===== src/design/tmcp_pkg.sv =====
package tmcp_pkg;
    // ****************************************
    // register selection (register number, select)
    // ****************************************
    localparam logic [4:0] REG_NUM_CONTEXT = 5'h04;
    localparam logic [2:0] SEL_CONTEXT = 3'h0;
    localparam logic [4:0] REG_NUM_THREAD = 5'h04;
    localparam logic [2:0] SEL_THREAD = 3'h2;
    localparam logic [4:0] REG_NUM_TLB_PAGE_SIZE_MASK = 5'h05;
    localparam logic [2:0] SEL_TLB_PAGE_SIZE_MASK = 3'h0;
    localparam logic [4:0] THREAD_POINTER_HW_INDEX = 5'h1D;
    localparam int THREAD_POINTER_READ_ENABLE_BIT = 29;

    // ****************************************
    // field layout
    // ****************************************
    localparam int PTE_BASE_LSB = 23;
    localparam int PTE_BASE_W = 9;
    localparam int MISSED_PAGE_LSB = 4;
    localparam int MISSED_PAGE_W = 19;
    localparam int VADDR_VPN2_LSB = 13;
    localparam int MASK_LSB = 13;
    localparam int MASK_W = 16;
    localparam logic [31:0] CONTEXT_RESET = 32'h0000_0000;
    localparam logic [31:0] THREAD_RESET = 32'h0000_0000;
    localparam logic [MASK_W-1:0] MASK_RESET = 16'h0000;

    // ****************************************
    // carrier types
    // ****************************************
    typedef struct packed {
        logic write;
        logic [4:0] reg_num;
        logic [2:0] sel;
        logic [31:0] wdata;
    } tmcp_cop_access_type;

    typedef struct packed {
        logic miss;
        logic [31:0] vaddr;
    } tmcp_miss_type;

    typedef struct packed {
        logic read;
        logic [4:0] hw_index;
        logic privileged;
        logic [31:0] hw_register_enable_mask;
    } tmcp_hw_read_type;
endpackage : tmcp_pkg


===== src/design/tmcp_regs.sv =====
// What this block does
// - Bits 31-23 of the miss-context register hold a software-written table base, kept as written.
// - A TLB miss copies virtual address bits 31-13 into miss-context bits 22-4.
// - Base and missed page together form the address of a 16-byte page table entry.
// - The missed-page field matches the faulting address captured for the same miss.
// - Miss-context bits 3-0 always read zero.
// - The thread-pointer store is a 32-bit read-write word that hardware never alters.
// - An unprivileged hardware-register read of index 29 returns it only if enable bit 29 is set.
// - A TLB read loads the page-size mask from the entry and a TLB write stores it there.
// - Mask bits 28-13 set to one exclude those address bits from TLB matching.
// - Page-size mask bits 31-29 and 12-0 always read zero.
`timescale 1ns/1ps
module tmcp_regs (
    input wire logic clock,
    input wire logic reset,
    input wire tmcp_pkg::tmcp_cop_access_type cop_access,
    output logic [31:0] cop_rdata,
    input wire tmcp_pkg::tmcp_miss_type miss_event,
    input wire tmcp_pkg::tmcp_hw_read_type hw_read,
    output logic [31:0] hw_read_data,
    output logic hw_read_refused,
    input wire logic tlb_read_done,
    input wire logic [tmcp_pkg::MASK_W-1:0] tlb_read_mask,
    output logic tlb_write_valid,
    output logic [tmcp_pkg::MASK_W-1:0] tlb_write_mask,
    input wire logic tlb_write_req,
    output logic [tmcp_pkg::MASK_W-1:0] tlb_compare_mask
);
    // ****************************************
    // state
    // ****************************************
    logic [tmcp_pkg::PTE_BASE_W-1:0] page_table_base_r;
    logic [tmcp_pkg::MISSED_PAGE_W-1:0] missed_page_pair_number_r;
    logic [31:0] thread_pointer_store_r;
    logic [tmcp_pkg::MASK_W-1:0] tlb_page_size_mask_r;

    // ****************************************
    // word geometry
    // ****************************************
    localparam int WORD_W = 32;
    localparam int MASK_HIGH_PAD = WORD_W - tmcp_pkg::MASK_LSB - tmcp_pkg::MASK_W;
    localparam logic [WORD_W-1:0] WORD_ZERO = '0;

    typedef enum {
        TMCP_SEL_NONE,
        TMCP_SEL_CONTEXT,
        TMCP_SEL_THREAD,
        TMCP_SEL_MASK
    } tmcp_read_sel_type;

    // ****************************************
    // field helpers
    // ****************************************
    function automatic logic hit(
        input logic [4:0] num,
        input logic [2:0] sel,
        input logic [4:0] want_num,
        input logic [2:0] want_sel
    );
        hit = (num == want_num) && (sel == want_sel);
    endfunction : hit

    function automatic logic [tmcp_pkg::PTE_BASE_W-1:0] base_field(
        input logic [WORD_W-1:0] word
    );
        base_field = word[tmcp_pkg::PTE_BASE_LSB +: tmcp_pkg::PTE_BASE_W];
    endfunction : base_field

    function automatic logic [tmcp_pkg::MISSED_PAGE_W-1:0] page_field(
        input logic [WORD_W-1:0] word,
        input int lsb
    );
        page_field = word[lsb +: tmcp_pkg::MISSED_PAGE_W];
    endfunction : page_field

    function automatic logic [tmcp_pkg::MASK_W-1:0] mask_field(
        input logic [WORD_W-1:0] word
    );
        mask_field = word[tmcp_pkg::MASK_LSB +: tmcp_pkg::MASK_W];
    endfunction : mask_field

    // ****************************************
    // word builders
    // ****************************************
    // base | page | zero nibble forms a 16-byte aligned entry address
    function automatic logic [WORD_W-1:0] context_word(
        input logic [tmcp_pkg::PTE_BASE_W-1:0] base,
        input logic [tmcp_pkg::MISSED_PAGE_W-1:0] page
    );
        context_word = {base, page, {tmcp_pkg::MISSED_PAGE_LSB{1'h0}}};
    endfunction : context_word

    // unimplemented bits on both sides of the mask read zero
    function automatic logic [WORD_W-1:0] mask_word(
        input logic [tmcp_pkg::MASK_W-1:0] mask
    );
        mask_word = {{MASK_HIGH_PAD{1'h0}}, mask, {tmcp_pkg::MASK_LSB{1'h0}}};
    endfunction : mask_word

    // ****************************************
    // access fields
    // ****************************************
    logic access_write;
    logic [4:0] access_num;
    logic [2:0] access_sel;
    logic [WORD_W-1:0] access_wdata;

    assign access_write = cop_access.write;
    assign access_num = cop_access.reg_num;
    assign access_sel = cop_access.sel;
    assign access_wdata = cop_access.wdata;

    // ****************************************
    // register decode
    // ****************************************
    logic hit_context;
    logic hit_thread;
    logic hit_mask;
    tmcp_read_sel_type read_sel;

    assign hit_context = hit(access_num, access_sel,
        tmcp_pkg::REG_NUM_CONTEXT, tmcp_pkg::SEL_CONTEXT);
    assign hit_thread = hit(access_num, access_sel,
        tmcp_pkg::REG_NUM_THREAD, tmcp_pkg::SEL_THREAD);
    assign hit_mask = hit(access_num, access_sel,
        tmcp_pkg::REG_NUM_TLB_PAGE_SIZE_MASK, tmcp_pkg::SEL_TLB_PAGE_SIZE_MASK);

    // reads ignore the write bit and follow the selection alone
    always_comb begin
        if (hit_context) begin
            read_sel = TMCP_SEL_CONTEXT;
        end else if (hit_thread) begin
            read_sel = TMCP_SEL_THREAD;
        end else if (hit_mask) begin
            read_sel = TMCP_SEL_MASK;
        end else begin
            read_sel = TMCP_SEL_NONE;
        end
    end

    // ****************************************
    // write strobes
    // ****************************************
    logic wr_context;
    logic wr_thread;
    logic wr_mask;

    // writes to unmapped selections vanish
    assign wr_context = access_write && hit_context;
    assign wr_thread = access_write && hit_thread;
    assign wr_mask = access_write && hit_mask;

    // ****************************************
    // page table base
    // ****************************************
    logic [tmcp_pkg::PTE_BASE_W-1:0] written_base;

    assign written_base = base_field(access_wdata);

    always_ff @(posedge clock or posedge reset) begin
        if (reset) begin
            page_table_base_r <= base_field(tmcp_pkg::CONTEXT_RESET);
        end else if (wr_context) begin
            page_table_base_r <= written_base;
        end
    end

    // ****************************************
    // missed page
    // ****************************************
    logic capture_miss;
    logic [tmcp_pkg::MISSED_PAGE_W-1:0] captured_page;

    assign capture_miss = miss_event.miss;
    assign captured_page = page_field(miss_event.vaddr, tmcp_pkg::VADDR_VPN2_LSB);

    // only a miss updates the page field; writes never reach it
    always_ff @(posedge clock or posedge reset) begin
        if (reset) begin
            missed_page_pair_number_r <=
                page_field(tmcp_pkg::CONTEXT_RESET, tmcp_pkg::MISSED_PAGE_LSB);
        end else if (capture_miss) begin
            missed_page_pair_number_r <= captured_page;
        end
    end

    // ****************************************
    // miss-context view
    // ****************************************
    logic [WORD_W-1:0] context_view;

    assign context_view = context_word(page_table_base_r,
        missed_page_pair_number_r);

    // ****************************************
    // thread-pointer store
    // ****************************************
    logic [WORD_W-1:0] written_thread;

    assign written_thread = access_wdata;

    always_ff @(posedge clock or posedge reset) begin
        if (reset) begin
            thread_pointer_store_r <= tmcp_pkg::THREAD_RESET;
        end else if (wr_thread) begin
            thread_pointer_store_r <= written_thread;
        end
    end

    // ****************************************
    // thread-pointer view
    // ****************************************
    logic [WORD_W-1:0] thread_view;

    // hardware never touches the word between writes
    assign thread_view = thread_pointer_store_r;

    // ****************************************
    // page-size mask
    // ****************************************
    logic mask_load;
    logic [tmcp_pkg::MASK_W-1:0] written_mask;

    assign mask_load = tlb_read_done;
    assign written_mask = mask_field(access_wdata);

    // a software write outranks a TLB read in the same cycle
    always_ff @(posedge clock or posedge reset) begin
        if (reset) begin
            tlb_page_size_mask_r <= tmcp_pkg::MASK_RESET;
        end else if (wr_mask) begin
            tlb_page_size_mask_r <= written_mask;
        end else if (mask_load) begin
            tlb_page_size_mask_r <= tlb_read_mask;
        end
    end

    // ****************************************
    // page-size mask view
    // ****************************************
    logic [WORD_W-1:0] mask_view;

    assign mask_view = mask_word(tlb_page_size_mask_r);

    // ****************************************
    // TLB exchange
    // ****************************************
    assign tlb_write_valid = tlb_write_req;
    assign tlb_write_mask = tlb_page_size_mask_r;
    // ones drop the matching address bits from the compare
    assign tlb_compare_mask = tlb_page_size_mask_r;

    // ****************************************
    // coprocessor read path
    // ****************************************
    always_comb begin
        unique case (read_sel)
            TMCP_SEL_CONTEXT: begin
                cop_rdata = context_view;
            end
            TMCP_SEL_THREAD: begin
                cop_rdata = thread_view;
            end
            TMCP_SEL_MASK: begin
                cop_rdata = mask_view;
            end
            TMCP_SEL_NONE: begin
                cop_rdata = WORD_ZERO;
            end
        endcase
    end

    // ****************************************
    // hardware-register read decode
    // ****************************************
    logic thread_read;
    logic thread_read_enable;
    logic thread_read_privileged;
    logic thread_read_allowed;

    assign thread_read = hw_read.read &&
        (hw_read.hw_index == tmcp_pkg::THREAD_POINTER_HW_INDEX);
    assign thread_read_enable =
        hw_read.hw_register_enable_mask[tmcp_pkg::THREAD_POINTER_READ_ENABLE_BIT];
    assign thread_read_privileged = hw_read.privileged;
    // privileged reads skip the enable mask
    assign thread_read_allowed = thread_read &&
        (thread_read_privileged || thread_read_enable);

    // ****************************************
    // hardware-register read answer
    // ****************************************
    assign hw_read_refused = thread_read &&
        !thread_read_allowed;

    // refused or foreign reads answer zero
    always_comb begin
        if (thread_read_allowed) begin
            hw_read_data = thread_pointer_store_r;
        end else begin
            hw_read_data = WORD_ZERO;
        end
    end
endmodule : tmcp_regs


===== config.mk =====
export PLATFORM = sky130hd
export DESIGN_NAME = tmcp_regs
export DESIGN_NICKNAME = d
export VERILOG_FILES = /design/src/design/tmcp_pkg.sv /design/src/design/tmcp_regs.sv
export SDC_FILE = /design/constraint.sdc
export NUM_CORES = 1
export LEC_CHECK = 0
export CORE_MARGIN = 4
export CORE_UTILIZATION = 64
export CTS_CLUSTER_SIZE = 28
export DETAILED_ROUTE_END_ITERATION = 8
export DONT_BUFFER_PORTS = 1
export GPL_TIMING_DRIVEN = 0
export PLACE_DENSITY = 0.92
export RECOVER_POWER = 100
export SYNTH_ARGS = -nofsm -noshare
export SYNTH_HDL_FRONTEND = slang
export SYNTH_SLANG_ARGS = --single-unit

===== constraint.sdc =====
create_clock -name clock -period 4.9 [get_ports clock]
set_input_delay 0.245 -clock clock [delete_from_list [all_inputs] [get_ports clock]]
set_output_delay 0.245 -clock clock [all_outputs]
set_load 0.05 [all_outputs]

==> results of run 1 <==
## stage by stage
stage | setup slack (ns) | std cells | hold slack, ns | power, mW | area [sq um]
after floorplan | 2.72 | 329 | 0.394 | 0.960 | 4220
after CTS | 2.40 | 421 | 0.0137 | 1.61 | 4580
after global placement | 2.01 | 406 | 0.394 | 0.987 | 4320
after global routing | 1.44 | 422 | 0.0138 | 1.63 | 4320
after detailed placement | 2.35 | 406 | 0.383 | 1.00 | 4320
final | 1.58 | 422 | 0.0331 | 1.57 | 4320
## worst max path at each step
| stage | start | endpoint | depth (start not counted) | slack, ns |
|---|---|---|---|---|
| after global routing | cop_access[32] | cop_rdata[14] | 4 | 1.44 |
| final | cop_access[32] | cop_rdata[14] | 4 | 1.58 |
| after global placement | reset | tlb_compare_mask[13] | 1 | 2.01 |
| after detailed placement | hw_read[38] | hw_read_data[14] | 4 | 2.35 |
| after CTS | cop_access[32] | cop_rdata[17] | 4 | 2.40 |
| after floorplan | reset | missed_page_pair_number_r[0] | 1 | 2.72 |
## registers in the layout, indices dropped and copies added (netlist names)
signal and flops:
thread_pointer_store_r 32, tlb_compare_mask 16, missed_page_pair_number_r 19, page_table_base_r 9
## worst max-delay path, cell delays in order
cell,delay [ns]
sky130_fd_sc_hd__nor4b_1,1.18
sky130_fd_sc_hd__nand2_1,0.46
sky130_fd_sc_hd__clkbuf_1,0.38
sky130_fd_sc_hd__nor2_1,0.79
## layout make-up
type	count	area, sq um	share of cell area, %
Antenna cell	1	2.50	0.0579
Tap cell	77	96.3	2.23
Clock buffer	10	128	2.95
Sequential cell	76	1900	44.0
Buffer	37	143	3.30
Inverter	1	5.00	0.116
Clock inverter	5	125	2.89
Multi-Input combinational cell	215	1920	44.5
## power by group through the flow
stage / clock, mW / combinational [mW] / sequential [mW]
after floorplan: 0 / 0.204 / 0.756
after global placement: 0 / 0.221 / 0.766
after detailed placement: 0 / 0.230 / 0.770
after CTS: 0.616 / 0.231 / 0.759
after global routing: 0.647 / 0.217 / 0.764
final: 0.613 / 0.202 / 0.758
## layout by cell type (no fill, tap or decap), drive strengths merged
cell type  count
mux2          92
dfrtp         76
clkbuf        42
and2          33
nor2          30
mux2i         28
a2bb2oi       16
buf            5
and3           4
bufinv         4
nand4          3
nor4b          2
nor2b          2
nand2          2
diode          1
nor3           1
nor4bb         1
clkinvlp       1
nand3          1
clkinv         1
## per-layer routing
layer,global-route usage [%],routed length [microns]
met1,30.7,4190
met2,45.5,5350
met3,9.86,1020
met4,10.6,227
met5,0,0
## kinds of logic after synthesis
logic type	count (synthesis)
buffers and inverters	38
multiplexers	120
AND/OR/NAND/NOR	79
AO/OA/AOI/OAI	16
flip-flops	76
==> results by stage, run 1 <==
Clocking:
- The total clock buffers created by CTS is 9.
- Clock-pin slew was measured on the worst setup and hold paths at 0.08 ns.
- The CTS tree is built.
- For this design, the sink count on the clock tree is 76.
- For the worst-skew pair, the clock arrives at the later sink with an insertion delay of 0.33 ns.
- The clock tree root driver cell is sky130_fd_sc_hd__clkbuf_8.
- The number of buffers between clock root and the deepest sink is 2.
- The post-cts repair resize count is 0.
- The hold buffer count at CTS is 0.
- Post-CTS timing repair inserted 0 buffers for setup.
- The CTS H-tree depth is 3.

Timing:
- The ratio of final minimum period to clock period is 67.8%.
- The shortest clock period the worst path allows after layout is 3.32 ns.
- The normalized max-slew margin is -119%.
- The hold violation count in the final report is 0.
- Setup repair after global routing left no endpoint under its margin.
- The final setup violation count is 0.
- The final count of pins violating max slew came to 78.
- For the final routed database, the setup TNS stands at 0 ns.
- The worst-margin pin slew is 3.27 ns.
- The final setup skew is 0 ns.
- Static timing analysis puts the maximum clock frequency at 301 MHz.

Power:
- The switching power summed over all nets is 0.436 mW.
- The clock network burns 39.0% of the power.
- The internal power of the cells totals 1.14 mW.
- For this design the static power due to leakage is 1.98 nW.
- In this run the power density over the cells is 364 nW/um^2.
- The relative contribution of sequential cells to total power is 48.2%.
- The logic gate share of total power is 12.9%.
- The peak ir drop on the vdd network is 0.000224 V.
- The fraction of power spent switching nets is 27.7%.

Critical path:
- The number of cells on the worst reg-to-reg path is 2.
- Across all register-to-register paths, the minimum setup slack is 3.49 ns.
- Data arrives at the worst endpoint at 3.08 ns.
- The worst setup path is launched from a primary input.
- The critical path capture point type is a primary output.
- The startpoint identified for the worst register-to-register timing path is tlb_compare_mask[10].
- Of all nets on the critical path, the largest fanout is 10.
- The data required time of the worst path is 4.66 ns.
- By startpoint and endpoint, the worst setup path is classified as primary input to primary output.
- The end of the worst register-to-register path is tlb_compare_mask[10].

Synth:
- Summing the areas of all and, or, nand and nor instances in the mapped netlist gives 11.2% of the synthesized area.
- The adder-cell share of the synthesized area is 0%.
- The top cell type by area accounts for 45.1% of the synthesized area.
- The post-synthesis mux area share is 34.8%.
- The xor and xnor area share after synthesis is 0%.
- The compound-gate portion of the synthesized area is 3.32%.
- Yosys printed 0 warnings.
- In the post-synthesis netlist, the cell with the most instances is sky130_fd_sc_hd__dfrtp_1.
- By area the synthesized netlist is led by sky130_fd_sc_hd__dfrtp_1 (45%), sky130_fd_sc_hd__mux2_4 (14%), sky130_fd_sc_hd__mux2_2 (14%), sky130_fd_sc_hd__mux2i_1 (6.6%), sky130_fd_sc_hd__and2_1 (4.9%).
- The post-synthesis instance area is 4220 sq um.
- In the synthesized netlist, the cells that appear most often are sky130_fd_sc_hd__dfrtp_1 (76), sky130_fd_sc_hd__mux2_2 (52), sky130_fd_sc_hd__mux2_4 (40), sky130_fd_sc_hd__and2_1 (33), sky130_fd_sc_hd__nor2_1 (30).
- The distinct cell type count of the synthesized netlist is 23.
- The biggest area contributor in the post-synthesis netlist is sky130_fd_sc_hd__dfrtp_1.
- The sequential cell area fraction in the yosys report is 45.1%.
- A synthesized cell averages 12.8 sq um.
- The number of instances in the synthesized netlist is 329.
- The flip-flop and latch count after synthesis is 76.
- The post-synth net total is 462.
- The proportion of register bits with asynchronous set or reset after synthesis is 100%.
- In this run, synthesis inferred 0 flip-flops with an integrated enable.
- The predominant post-synthesis flop cell is sky130_fd_sc_hd__dfrtp_1.
- The dominant combinational cell family by area after synthesis is multiplexers.

GRT:
- The first global-routing pass estimated 15.7 mm of wire.
- Entering global routing, the biggest net connects 77 pins.
- The via count of the first global-routing pass came to 2948.
- The global-route usage over all layers is 26.8%.
- The number of antenna violations at the first check in global routing is 1.
- The total congestion overflow is 0.

Detailed routing:
- For this run, design rule violations remaining after detail routing come to 0.
- The detail route stage leaves a number of antenna-violating nets equal to 0.
- The first routing iteration left 67 violations.
- The overall via count from detail_route is 2658.
- After detailed routing, the number of vias per cell comes to 6.30.
- The post-detailed-route wirelength per cell is 25.6 microns.
- Before antenna repair, the detailed router went through 4 iterations.
- The detailed-route wire length is 10.8 mm.

Placed design:
- Summed over all nets, the half-perimeter wirelength after detailed placement is 7.84 mm.
- The weighted congestion at the end of routability-driven global placement is 0.766.
- Input and output buffers added on the ports amount to 0.

Floorplanning:
- The die is 89.2 microns wide.
- The die is 89.2 microns tall.
- The initialized floorplan defines 29 standard-cell rows.
- The initial utilization of the core area, before any placement, comes to 66.1%.
- The number of ports placed on the die boundary is 231.
- The total area inside the core boundary comes to 6390 sq um.
- The die covers 7950 sq um.

Hold path:
- The worst-case hold path end point is thread_pointer_store_r[7].
- Counting instances, the worst hold path has a depth of 1.
- The class of the worst hold path is primary input to register.
- In this run the most critical hold path is launched from cop_access[7].

Final layout:
- The ratio of cells with drive above 1 in the final layout is 22.1%.
- The final-stage net count is 473.
- For this run, the share of the core covered by cells in the final layout is 67.7%.
- From synthesis to final layout, the design area changed by 2.46%.
- The filler cell count is 500.

Outcome:
- The flow ran to the end, but the final reports show violations.
- The final reports fail on capacitance limit, slew limit.

Run:
- The number of maximum-capacitance violations is 2.
Power figures use the tool's default switching activity.
==> run 2, diff against run 1 <==
clock period = 3.1 ns   (was 4.9 ns; I/O delays follow)
==> run 2 against run 1 <==
  * The run still ends with capacitance limit, slew limit left
  * Register-to-register slack got worse by 1.8 ns
  * Via count rose by 12%
  * Critical path depth rose by 1
  * Routed wire length rose by 9.1%
  * Power rose by 63%
  * Largest cell class unchanged
  * Final cell count rose by 12%
  * Global-route usage rose by 2.5 points
  * Non-clock buffer count rose by 52
  * Die area did not move
  * Worst hold slack improved by 0.047 ns
  * Clock power rose by 61%
==> results by stage, run 2 (synthesis gave the netlist of run 1 again) <==
Outcome:
- Status: complete, but fails checks (unchanged).
- Violations in the final reports: capacitance limit, slew limit (unchanged).

Final layout:
- The filler-free cell count of the finished design is 474 (was 422).
- The register containing the most flip-flops in the final layout is thread_pointer_store_r (unchanged).
- The number of flip-flops in the largest register is 32 (unchanged).
- Top library cells by usage in the layout, fill and taps aside: sky130_fd_sc_hd__dfrtp_1 (76), sky130_fd_sc_hd__dlygate4sd3_1 (52), sky130_fd_sc_hd__mux2_2 (50), sky130_fd_sc_hd__mux2_1 (38), sky130_fd_sc_hd__clkbuf_1 (37) (was sky130_fd_sc_hd__dfrtp_1 (76), sky130_fd_sc_hd__mux2_2 (52), sky130_fd_sc_hd__mux2_1 (36), sky130_fd_sc_hd__clkbuf_1 (33), sky130_fd_sc_hd__and2_0 (33)).
- The final-stage net count is 525 (was 473).
- The most frequent standard cell in the layout excluding fill and tap cells was sky130_fd_sc_hd__dfrtp_1 (unchanged).
- The area growth from synthesis to layout is 14.9% (was 2.46%).
- The ratio of cells with drive above 1 in the final layout came to 18.2% (was 22.1%).

Timing:
- The ratio of final minimum period to clock period is 85.2%.
- The final setup violation count is 0 (unchanged).
- The fmax is 379 MHz.
- The worst-margin pin slew came to 2.04 ns (was 3.27 ns).
- The final count of pins violating max slew is 78 (unchanged).
- The routed design could run at a clock period as short as 2.64 ns.
- RSZ-0062 raised after global routing: false (unchanged).
- The normalized max-slew margin was -37.6% (was -119%).
- The hold violation count in the final report was 0 (unchanged).
- The final setup skew was 0 ns (unchanged).
- The sum of negative setup slack was 0 ns (unchanged).

Clocking:
- The insertion delay to the later sink of the worst-skew pair is 0.34 ns (was 0.33 ns).
- The CTS tree is built (unchanged).
- The count of clock tree sinks was 76 (unchanged).
- The CTS H-tree depth is 3 (unchanged).
- The clock tree root driver cell is sky130_fd_sc_hd__clkbuf_8 (unchanged).
- The number of buffers between clock root and the deepest sink is 2 (unchanged).
- The post-CTS setup repair buffer count is 0 (unchanged).
- The total clock buffers created by CTS was 9 (unchanged).
- The clock transition at the registers of the reported paths is 0.08 ns (about the same).

Run:
- The number of maximum-capacitance violations is 2 (unchanged).

Power:
- The static power due to leakage is 2.20 nW (was 1.98 nW).
- The internal portion of total power was 1.84 mW (was 1.14 mW).
- The relative contribution of sequential cells to total power is 46.8% (was 48.2%).
- The power per cell area is 530 nW/um^2 (was 364 nW/um^2).
- The fraction of power spent switching nets is 28.3% (was 27.7%).
- The clock network power share is 38.3% (was 39.0%).
- The switching power summed over all nets was 0.726 mW (was 0.436 mW).
- The logic gate share of total power was 14.8% (was 12.9%).
- The peak ir drop on the vdd network is 0.000359 V (was 0.000224 V).

Floorplanning:
- The die outline width is 89.2 microns (unchanged).
- The placement row count is 29 (unchanged).
- The core area was 6390 sq um (unchanged).
- The initial core utilization is 66.1% (unchanged).
- The number of ports placed on the die boundary is 231 (unchanged).
- The full die area came to 7950 sq um (unchanged).
- The y dimension of the die is 89.2 microns (unchanged).

Critical path:
- The most numerous cell on the critical path is sky130_fd_sc_hd__clkbuf_1.
- The origin of the critical flop-to-flop path is tlb_compare_mask[10] (unchanged).
- The biggest cell delay along the critical path was 0.73 ns (was 1.18 ns).
- The end of the worst register-to-register path is tlb_compare_mask[10] (unchanged).
- The number of cells on the worst reg-to-reg path is 2 (unchanged).
- The largest delay contributor family on the critical path is buffers and inverters (was simple AND/OR/NAND/NOR gates).
- The worst endpoint data arrival time is 2.49 ns (was 3.08 ns).
- The minimum setup slack among reg-to-reg paths is 1.70 ns (was 3.49 ns).
- The sum of buffers and inverters on the critical path is 2 (was 1).
- The data required time of the worst path is 2.94 ns (was 4.66 ns).
- The critical path capture point type is a primary output (unchanged).
- The critical path start-end classification is primary input to primary output (unchanged).
- The biggest fanout along the worst timing path is 10 (unchanged).
- The startpoint type of the worst setup path is a primary input (unchanged).
- The slowest cell on the critical path is sky130_fd_sc_hd__clkbuf_1 (was sky130_fd_sc_hd__nor4b_1).
- Cells traversed along the worst timing path: clkbuf_1 > clkbuf_1 > mux2i_1 > a2bb2oi_1 > nor2_1 (was nor4b_1 > nand2_1 > clkbuf_1 > nor2_1).

Hold path:
- The startpoint of the tightest hold check path is tlb_read_mask[0] (was cop_access[7]).
- The depth of the worst hold-timing path was 2 (was 1).
- The class of the worst hold path is primary input to register (unchanged).
- The worst-case hold path end point is tlb_compare_mask[0] (was thread_pointer_store_r[7]).

GRT:
- The global-route wire length before repair is 17.2 mm (was 15.7 mm).
- The pin count of the biggest net entering global routing came to 77 (unchanged).
- The global-route usage over all layers is 29.2% (was 26.8%).
- The via count of the first global-routing pass was 3304 (was 2948).
- The number of antenna violations at the first check in global routing is 0 (was 1).
- The total congestion overflow was 0 (unchanged).

Placed design:
- The total instance count after detailed placement is 406 (unchanged).
- The weighted congestion at the end of routability-driven global placement was 0.766 (unchanged).
- The final HPWL from detailed placement is 7.84 mm (unchanged).
- The number of buffer cells added on primary ports is 0 (unchanged).

Detailed routing:
- The overall via count from detail_route was 2964 (was 2658).
- The total DRC errors in the routed layout is 0 (unchanged).
- The number of iterations in the first detailed-routing pass is 4 (unchanged).
- The number of routed nets with antenna violations is 0 (unchanged).
- The detailed-route wire length is 11.8 mm (was 10.8 mm).
- The post-detailed-route via-to-cell ratio is 6.25 (was 6.30).
- The detailed router's first-iteration violation count came to 121 (was 67).
- The post-detailed-route wirelength per cell came to 24.8 microns (was 25.6 microns).
[run 2: cell types whose count changed in the layout (fill, tap and decap cells not counted), sizes merged]
cell | previous run | this run
dlygate4sd3 | 0 | 52
clkbuf | 42 | 46
inv | 0 | 1
buf | 5 | 1
clkinvlp | 1 | 0
[run 2: worst max-delay path by stage]
| stage | to | slack [ns] | start | depth (start not counted) |
|---|---|---|---|---|
| final | cop_rdata[14] | 0.46 | cop_access[35] | 5 |
| after global routing | cop_rdata[17] | 0.36 | cop_access[35] | 5 |
| after CTS | cop_rdata[17] | 0.78 | cop_access[32] | 4 |
| after detailed placement | hw_read_data[14] | 0.73 | hw_read[38] | 4 |
| after global placement | tlb_compare_mask[13] | 0.30 | reset | 1 |
| after floorplan | missed_page_pair_number_r[0] | 1.01 | reset | 1 |
[run 2: layout make-up]
class / instances / area, sq um
tap: 77 / 96.3
multi-input combinational: 215 / 1920
fill: 432 / 1540
clock inverter: 5 / 125
clock buffer: 10 / 128
sequential: 76 / 1900
inverter: 1 / 3.75
antenna: 1 / 2.50
buffer: 37 / 146
timing repair buffer: 52 / 520
[run 2: layer usage]
metal  share of wire [%]  global-route usage [%]  routed length [microns]
met5                   0                       0                        0
met4                 2.2                    12.7                      255
met3                 8.5                    9.12                     1000
met2                  52                    51.3                     6090
met1                  38                    32.6                     4420
[run 2: power groups by stage]
stage	Sequential (mW)	Combinational [mW]	Clock, mW
2_1_floorplan	1.20	0.322	0
3_3_place_gp	1.21	0.350	0
3_5_place_dp	1.22	0.363	0
4_1_cts	1.20	0.424	0.974
5_1_grt	1.21	0.407	1.03
6_report	1.20	0.381	0.984
[run 2: what timing repair did]
| action | in CTS | in global routing |
|---|---|---|
| hold endpoints to repair | 152 | 0 |
| hold buffers | 52 | 0 |
| resized for setup | 0 | 0 |
| setup endpoints to repair | 0 | 0 |
[run 2: stage by stage]
step	worst slack [ns]	hold WS [ns]	cell area (sq um)	power, mW	utilization, %
finish	0.460	0.0796	4850	2.57	75.9
global route	0.360	0.0644	4840	2.64	75.8
CTS	0.779	0.0821	5100	2.60	79.8
detailed placement	0.731	0.293	4320	1.58	67.7
global placement	0.304	0.304	4320	1.56	67.6
floorplan	1.01	0.304	4220	1.52	-
==> run 3, diff against run 2 <==
GPL_TIMING_DRIVEN = 1   (was 0)
==> run 3 against run 2 <==
  * The run still ends with capacitance limit, slew limit left
  * Largest power group unchanged
  * Non-clock buffer count is 14 higher
  * Sequential share of layout area fell by 1.3 points
  * Global-route usage up 1.6 points
  * Via count rose by 1.9%
  * Final cell count rose by 3.0%
  * Critical path depth fell by 1
==> results by stage, run 3 (synthesis gave the netlist of run 1 again) <==
Outcome:
- Status: complete, but fails checks (unchanged).
- Violations in the final reports: capacitance limit, slew limit (unchanged).

Clocking:
- The number of buffers between clock root and the deepest sink was 2 (unchanged).
- The insertion delay to the later sink of the worst-skew pair came to 0.34 ns (about the same).
- The total clock buffers created by CTS is 9 (unchanged).
- The post-CTS setup repair buffer count is 0 (unchanged).
- The CTS H-tree depth is 3 (unchanged).
- The clock tree root driver cell is sky130_fd_sc_hd__clkbuf_8 (unchanged).
- The CTS tree is built (unchanged).
- The post-cts repair resize count is 0 (unchanged).
- The clock transition at the registers of the reported paths is 0.08 ns (about the same).
- The hold buffer count at CTS is 70 (was 52).
- The count of clock tree sinks is 76 (unchanged).

Timing:
- The final setup violation count is 0 (unchanged).
- The final setup skew came to 0 ns (unchanged).
- The fmax is 402 MHz (was 379 MHz).
- The hold violation count in the final report came to 0 (unchanged).
- The sum of negative setup slack came to 0 ns (unchanged).
- The final count of pins violating max slew came to 77 (was 78).
- The shortest clock period the worst path allows after layout is 2.48 ns (was 2.64 ns).
- RSZ-0062 raised after global routing: false (unchanged).
- The normalized max-slew margin is -25.5% (was -37.6%).
- The ratio of final minimum period to clock period was 80.2% (was 85.2%).
- The worst-margin pin slew is 1.88 ns (was 2.04 ns).

Final layout:
- Top library cells by usage in the layout, fill and taps aside: sky130_fd_sc_hd__dfrtp_1 (76), sky130_fd_sc_hd__dlygate4sd3_1 (70), sky130_fd_sc_hd__mux2_2 (51), sky130_fd_sc_hd__mux2_1 (39), sky130_fd_sc_hd__and2_0 (33) (was sky130_fd_sc_hd__dfrtp_1 (76), sky130_fd_sc_hd__dlygate4sd3_1 (52), sky130_fd_sc_hd__mux2_2 (50), sky130_fd_sc_hd__mux2_1 (38), sky130_fd_sc_hd__clkbuf_1 (37)).
- The ratio of cells with drive above 1 in the final layout came to 18.5% (was 18.2%).
- The area growth from synthesis to layout came to 18.9% (was 14.9%).
- The filler-free cell count of the finished design was 488 (was 474).
- The number of flip-flops in the largest register was 32 (unchanged).
- The antenna diode instance count is 0 (was 1).
- The register containing the most flip-flops in the final layout was thread_pointer_store_r (unchanged).
- The final-stage net count is 539 (was 525).
- The most frequent standard cell in the layout excluding fill and tap cells is sky130_fd_sc_hd__dfrtp_1 (unchanged).

Power:
- The internal portion of total power came to 1.83 mW (was 1.84 mW).
- The peak ir drop on the vdd network is 0.000420 V (was 0.000359 V).
- The fraction of power spent switching nets was 27.6% (was 28.3%).
- The switching power summed over all nets is 0.694 mW (was 0.726 mW).
- The power per cell area is 502 nW/um^2 (was 530 nW/um^2).
- The overall power consumption is 2.52 mW (was 2.57 mW).
- The static power due to leakage is 2.27 nW (was 2.20 nW).
- The logic gate share of total power is 11.6% (was 14.8%).
- The clock network power share is 37.6% (was 38.3%).
- The relative contribution of sequential cells to total power is 50.8% (was 46.8%).

Critical path:
- The biggest cell delay along the critical path is 0.97 ns (was 0.73 ns).
- The startpoint type of the worst setup path is a register (was primary input).
- The critical path capture point type is a primary output (unchanged).
- The sum of buffers and inverters on the critical path came to 1 (was 2).
- Cells traversed along the worst timing path: mux2i_1 > a2bb2oi_1 > nor2_1 > clkbuf_1 (was clkbuf_1 > clkbuf_1 > mux2i_1 > a2bb2oi_1 > nor2_1).
- The biggest fanout along the worst timing path was 4 (was 10).
- The largest delay contributor family on the critical path is flip-flops (was buffers and inverters).
- The slowest cell on the critical path is sky130_fd_sc_hd__dfrtp_1 (was sky130_fd_sc_hd__clkbuf_1).
- The critical path start-end classification was register to primary output (was primary input to primary output).
- The worst endpoint data arrival time is 2.33 ns (was 2.49 ns).
- The data required time of the worst path is 2.94 ns (about the same).

GRT:
- The total congestion overflow was 0 (unchanged).
- The pin count of the biggest net entering global routing is 77 (unchanged).
- The via count of the first global-routing pass is 3499 (was 3304).
- The number of antenna violations at the first check in global routing is 0 (unchanged).
- The global-route usage over all layers came to 30.9% (was 29.2%).
- The global-route wire length before repair is 18.2 mm (was 17.2 mm).

Placed design:
- The weighted congestion at the end of routability-driven global placement came to 0.758 (was 0.766).
- The final HPWL from detailed placement is 6.97 mm (was 7.84 mm).
- The total instance count after detailed placement was 402 (was 406).
- The number of buffer cells added on primary ports is 0 (unchanged).

Detailed routing:
- The total DRC errors in the routed layout is 0 (unchanged).
- The detailed-route wire length is 12.0 mm (was 11.8 mm).
- The overall via count from detail_route is 3021 (was 2964).
- The detailed router's first-iteration violation count is 114 (was 121).
- The post-detailed-route wirelength per cell is 24.6 microns (was 24.8 microns).
- The post-detailed-route via-to-cell ratio came to 6.19 (was 6.25).
- The number of routed nets with antenna violations is 0 (unchanged).
- The number of iterations in the first detailed-routing pass is 4 (unchanged).

Floorplanning:
- The full die area is 7950 sq um (unchanged).
- The number of ports placed on the die boundary is 231 (unchanged).
- The y dimension of the die was 89.2 microns (unchanged).
- The die outline width is 89.2 microns (unchanged).
- The placement row count is 29 (unchanged).
- The initial core utilization is 66.1% (unchanged).
- The core area was 6390 sq um (unchanged).

Run:
- The number of maximum-capacitance violations is 1 (was 2).

Hold path:
- The class of the worst hold path is primary input to register (unchanged).
## run 3: cell types whose count changed in the layout (fill, tap and decap cells not counted), moves of 2 or more
cell | before | now
sky130_fd_sc_hd__dlygate4sd3_1 | 52 | 70
sky130_fd_sc_hd__clkbuf_1 | 37 | 31
sky130_fd_sc_hd__buf_4 | 0 | 2
sky130_fd_sc_hd__clkbuf_8 | 9 | 11
sky130_fd_sc_hd__mux2_4 | 4 | 2
## run 3: through the flow
| stage | setup slack, ns | hold slack (ns) | util, % | cell area, sq um |
|---|---|---|---|---|
| after floorplan | 1.01 | 0.304 | - | 4220 |
| after global placement | 1.15 | 0.304 | 68.2 | 4350 |
| after detailed placement | 1.12 | 0.306 | 68.2 | 4350 |
| after CTS | 0.874 | 0.00866 | 83.1 | 5310 |
| after global routing | 0.481 | 0.0643 | 78.5 | 5010 |
| final | 0.615 | 0.0638 | 78.5 | 5010 |
## run 3: per-layer routing
layer	GRT usage [%]	vias up	share of wire, %
met5	0	-	0
met4	14.6	0	2.2
met3	8.57	28	8.6
met2	55.3	174	53
met1	33.5	1524	36
li1	-	1295	-
## run 3: final cells by class
| type | instances | area [sq um] |
|---|---|---|
| clock buffer | 12 | 155 |
| clock inverter | 4 | 95.1 |
| fill | 401 | 1370 |
| inverter | 1 | 3.75 |
| multi-input combinational | 215 | 1930 |
| sequential | 76 | 1900 |
| tap | 77 | 96.3 |
| timing repair buffer | 103 | 833 |
## run 3: final timing paths
check	from	endpoint	slack, ns	cells past startpoint
worst max-delay path	tlb_compare_mask[1]	cop_rdata[14]	0.62	4
worst min-delay path	tlb_read_mask[8]	tlb_compare_mask[8]	0.06	2
worst max register to register	tlb_compare_mask[11]	tlb_compare_mask[11]	1.43	2
worst min register to register	page_table_base_r[1]	page_table_base_r[1]	0.51	1
max in group asynchronous	reset	page_table_base_r[6]	1.62	2
min in group asynchronous	reset	missed_page_pair_number_r[3]	0.35	2
## run 3: power groups by stage
stage | logic (mW) | registers (mW) | clock network [mW]
2_1_floorplan | 0.322 | 1.20 | 0
6_report | 0.294 | 1.28 | 0.947
5_1_grt | 0.318 | 1.29 | 0.998
4_1_cts | 0.313 | 1.27 | 0.952
3_5_place_dp | 0.220 | 1.29 | 0
3_3_place_gp | 0.209 | 1.29 | 0
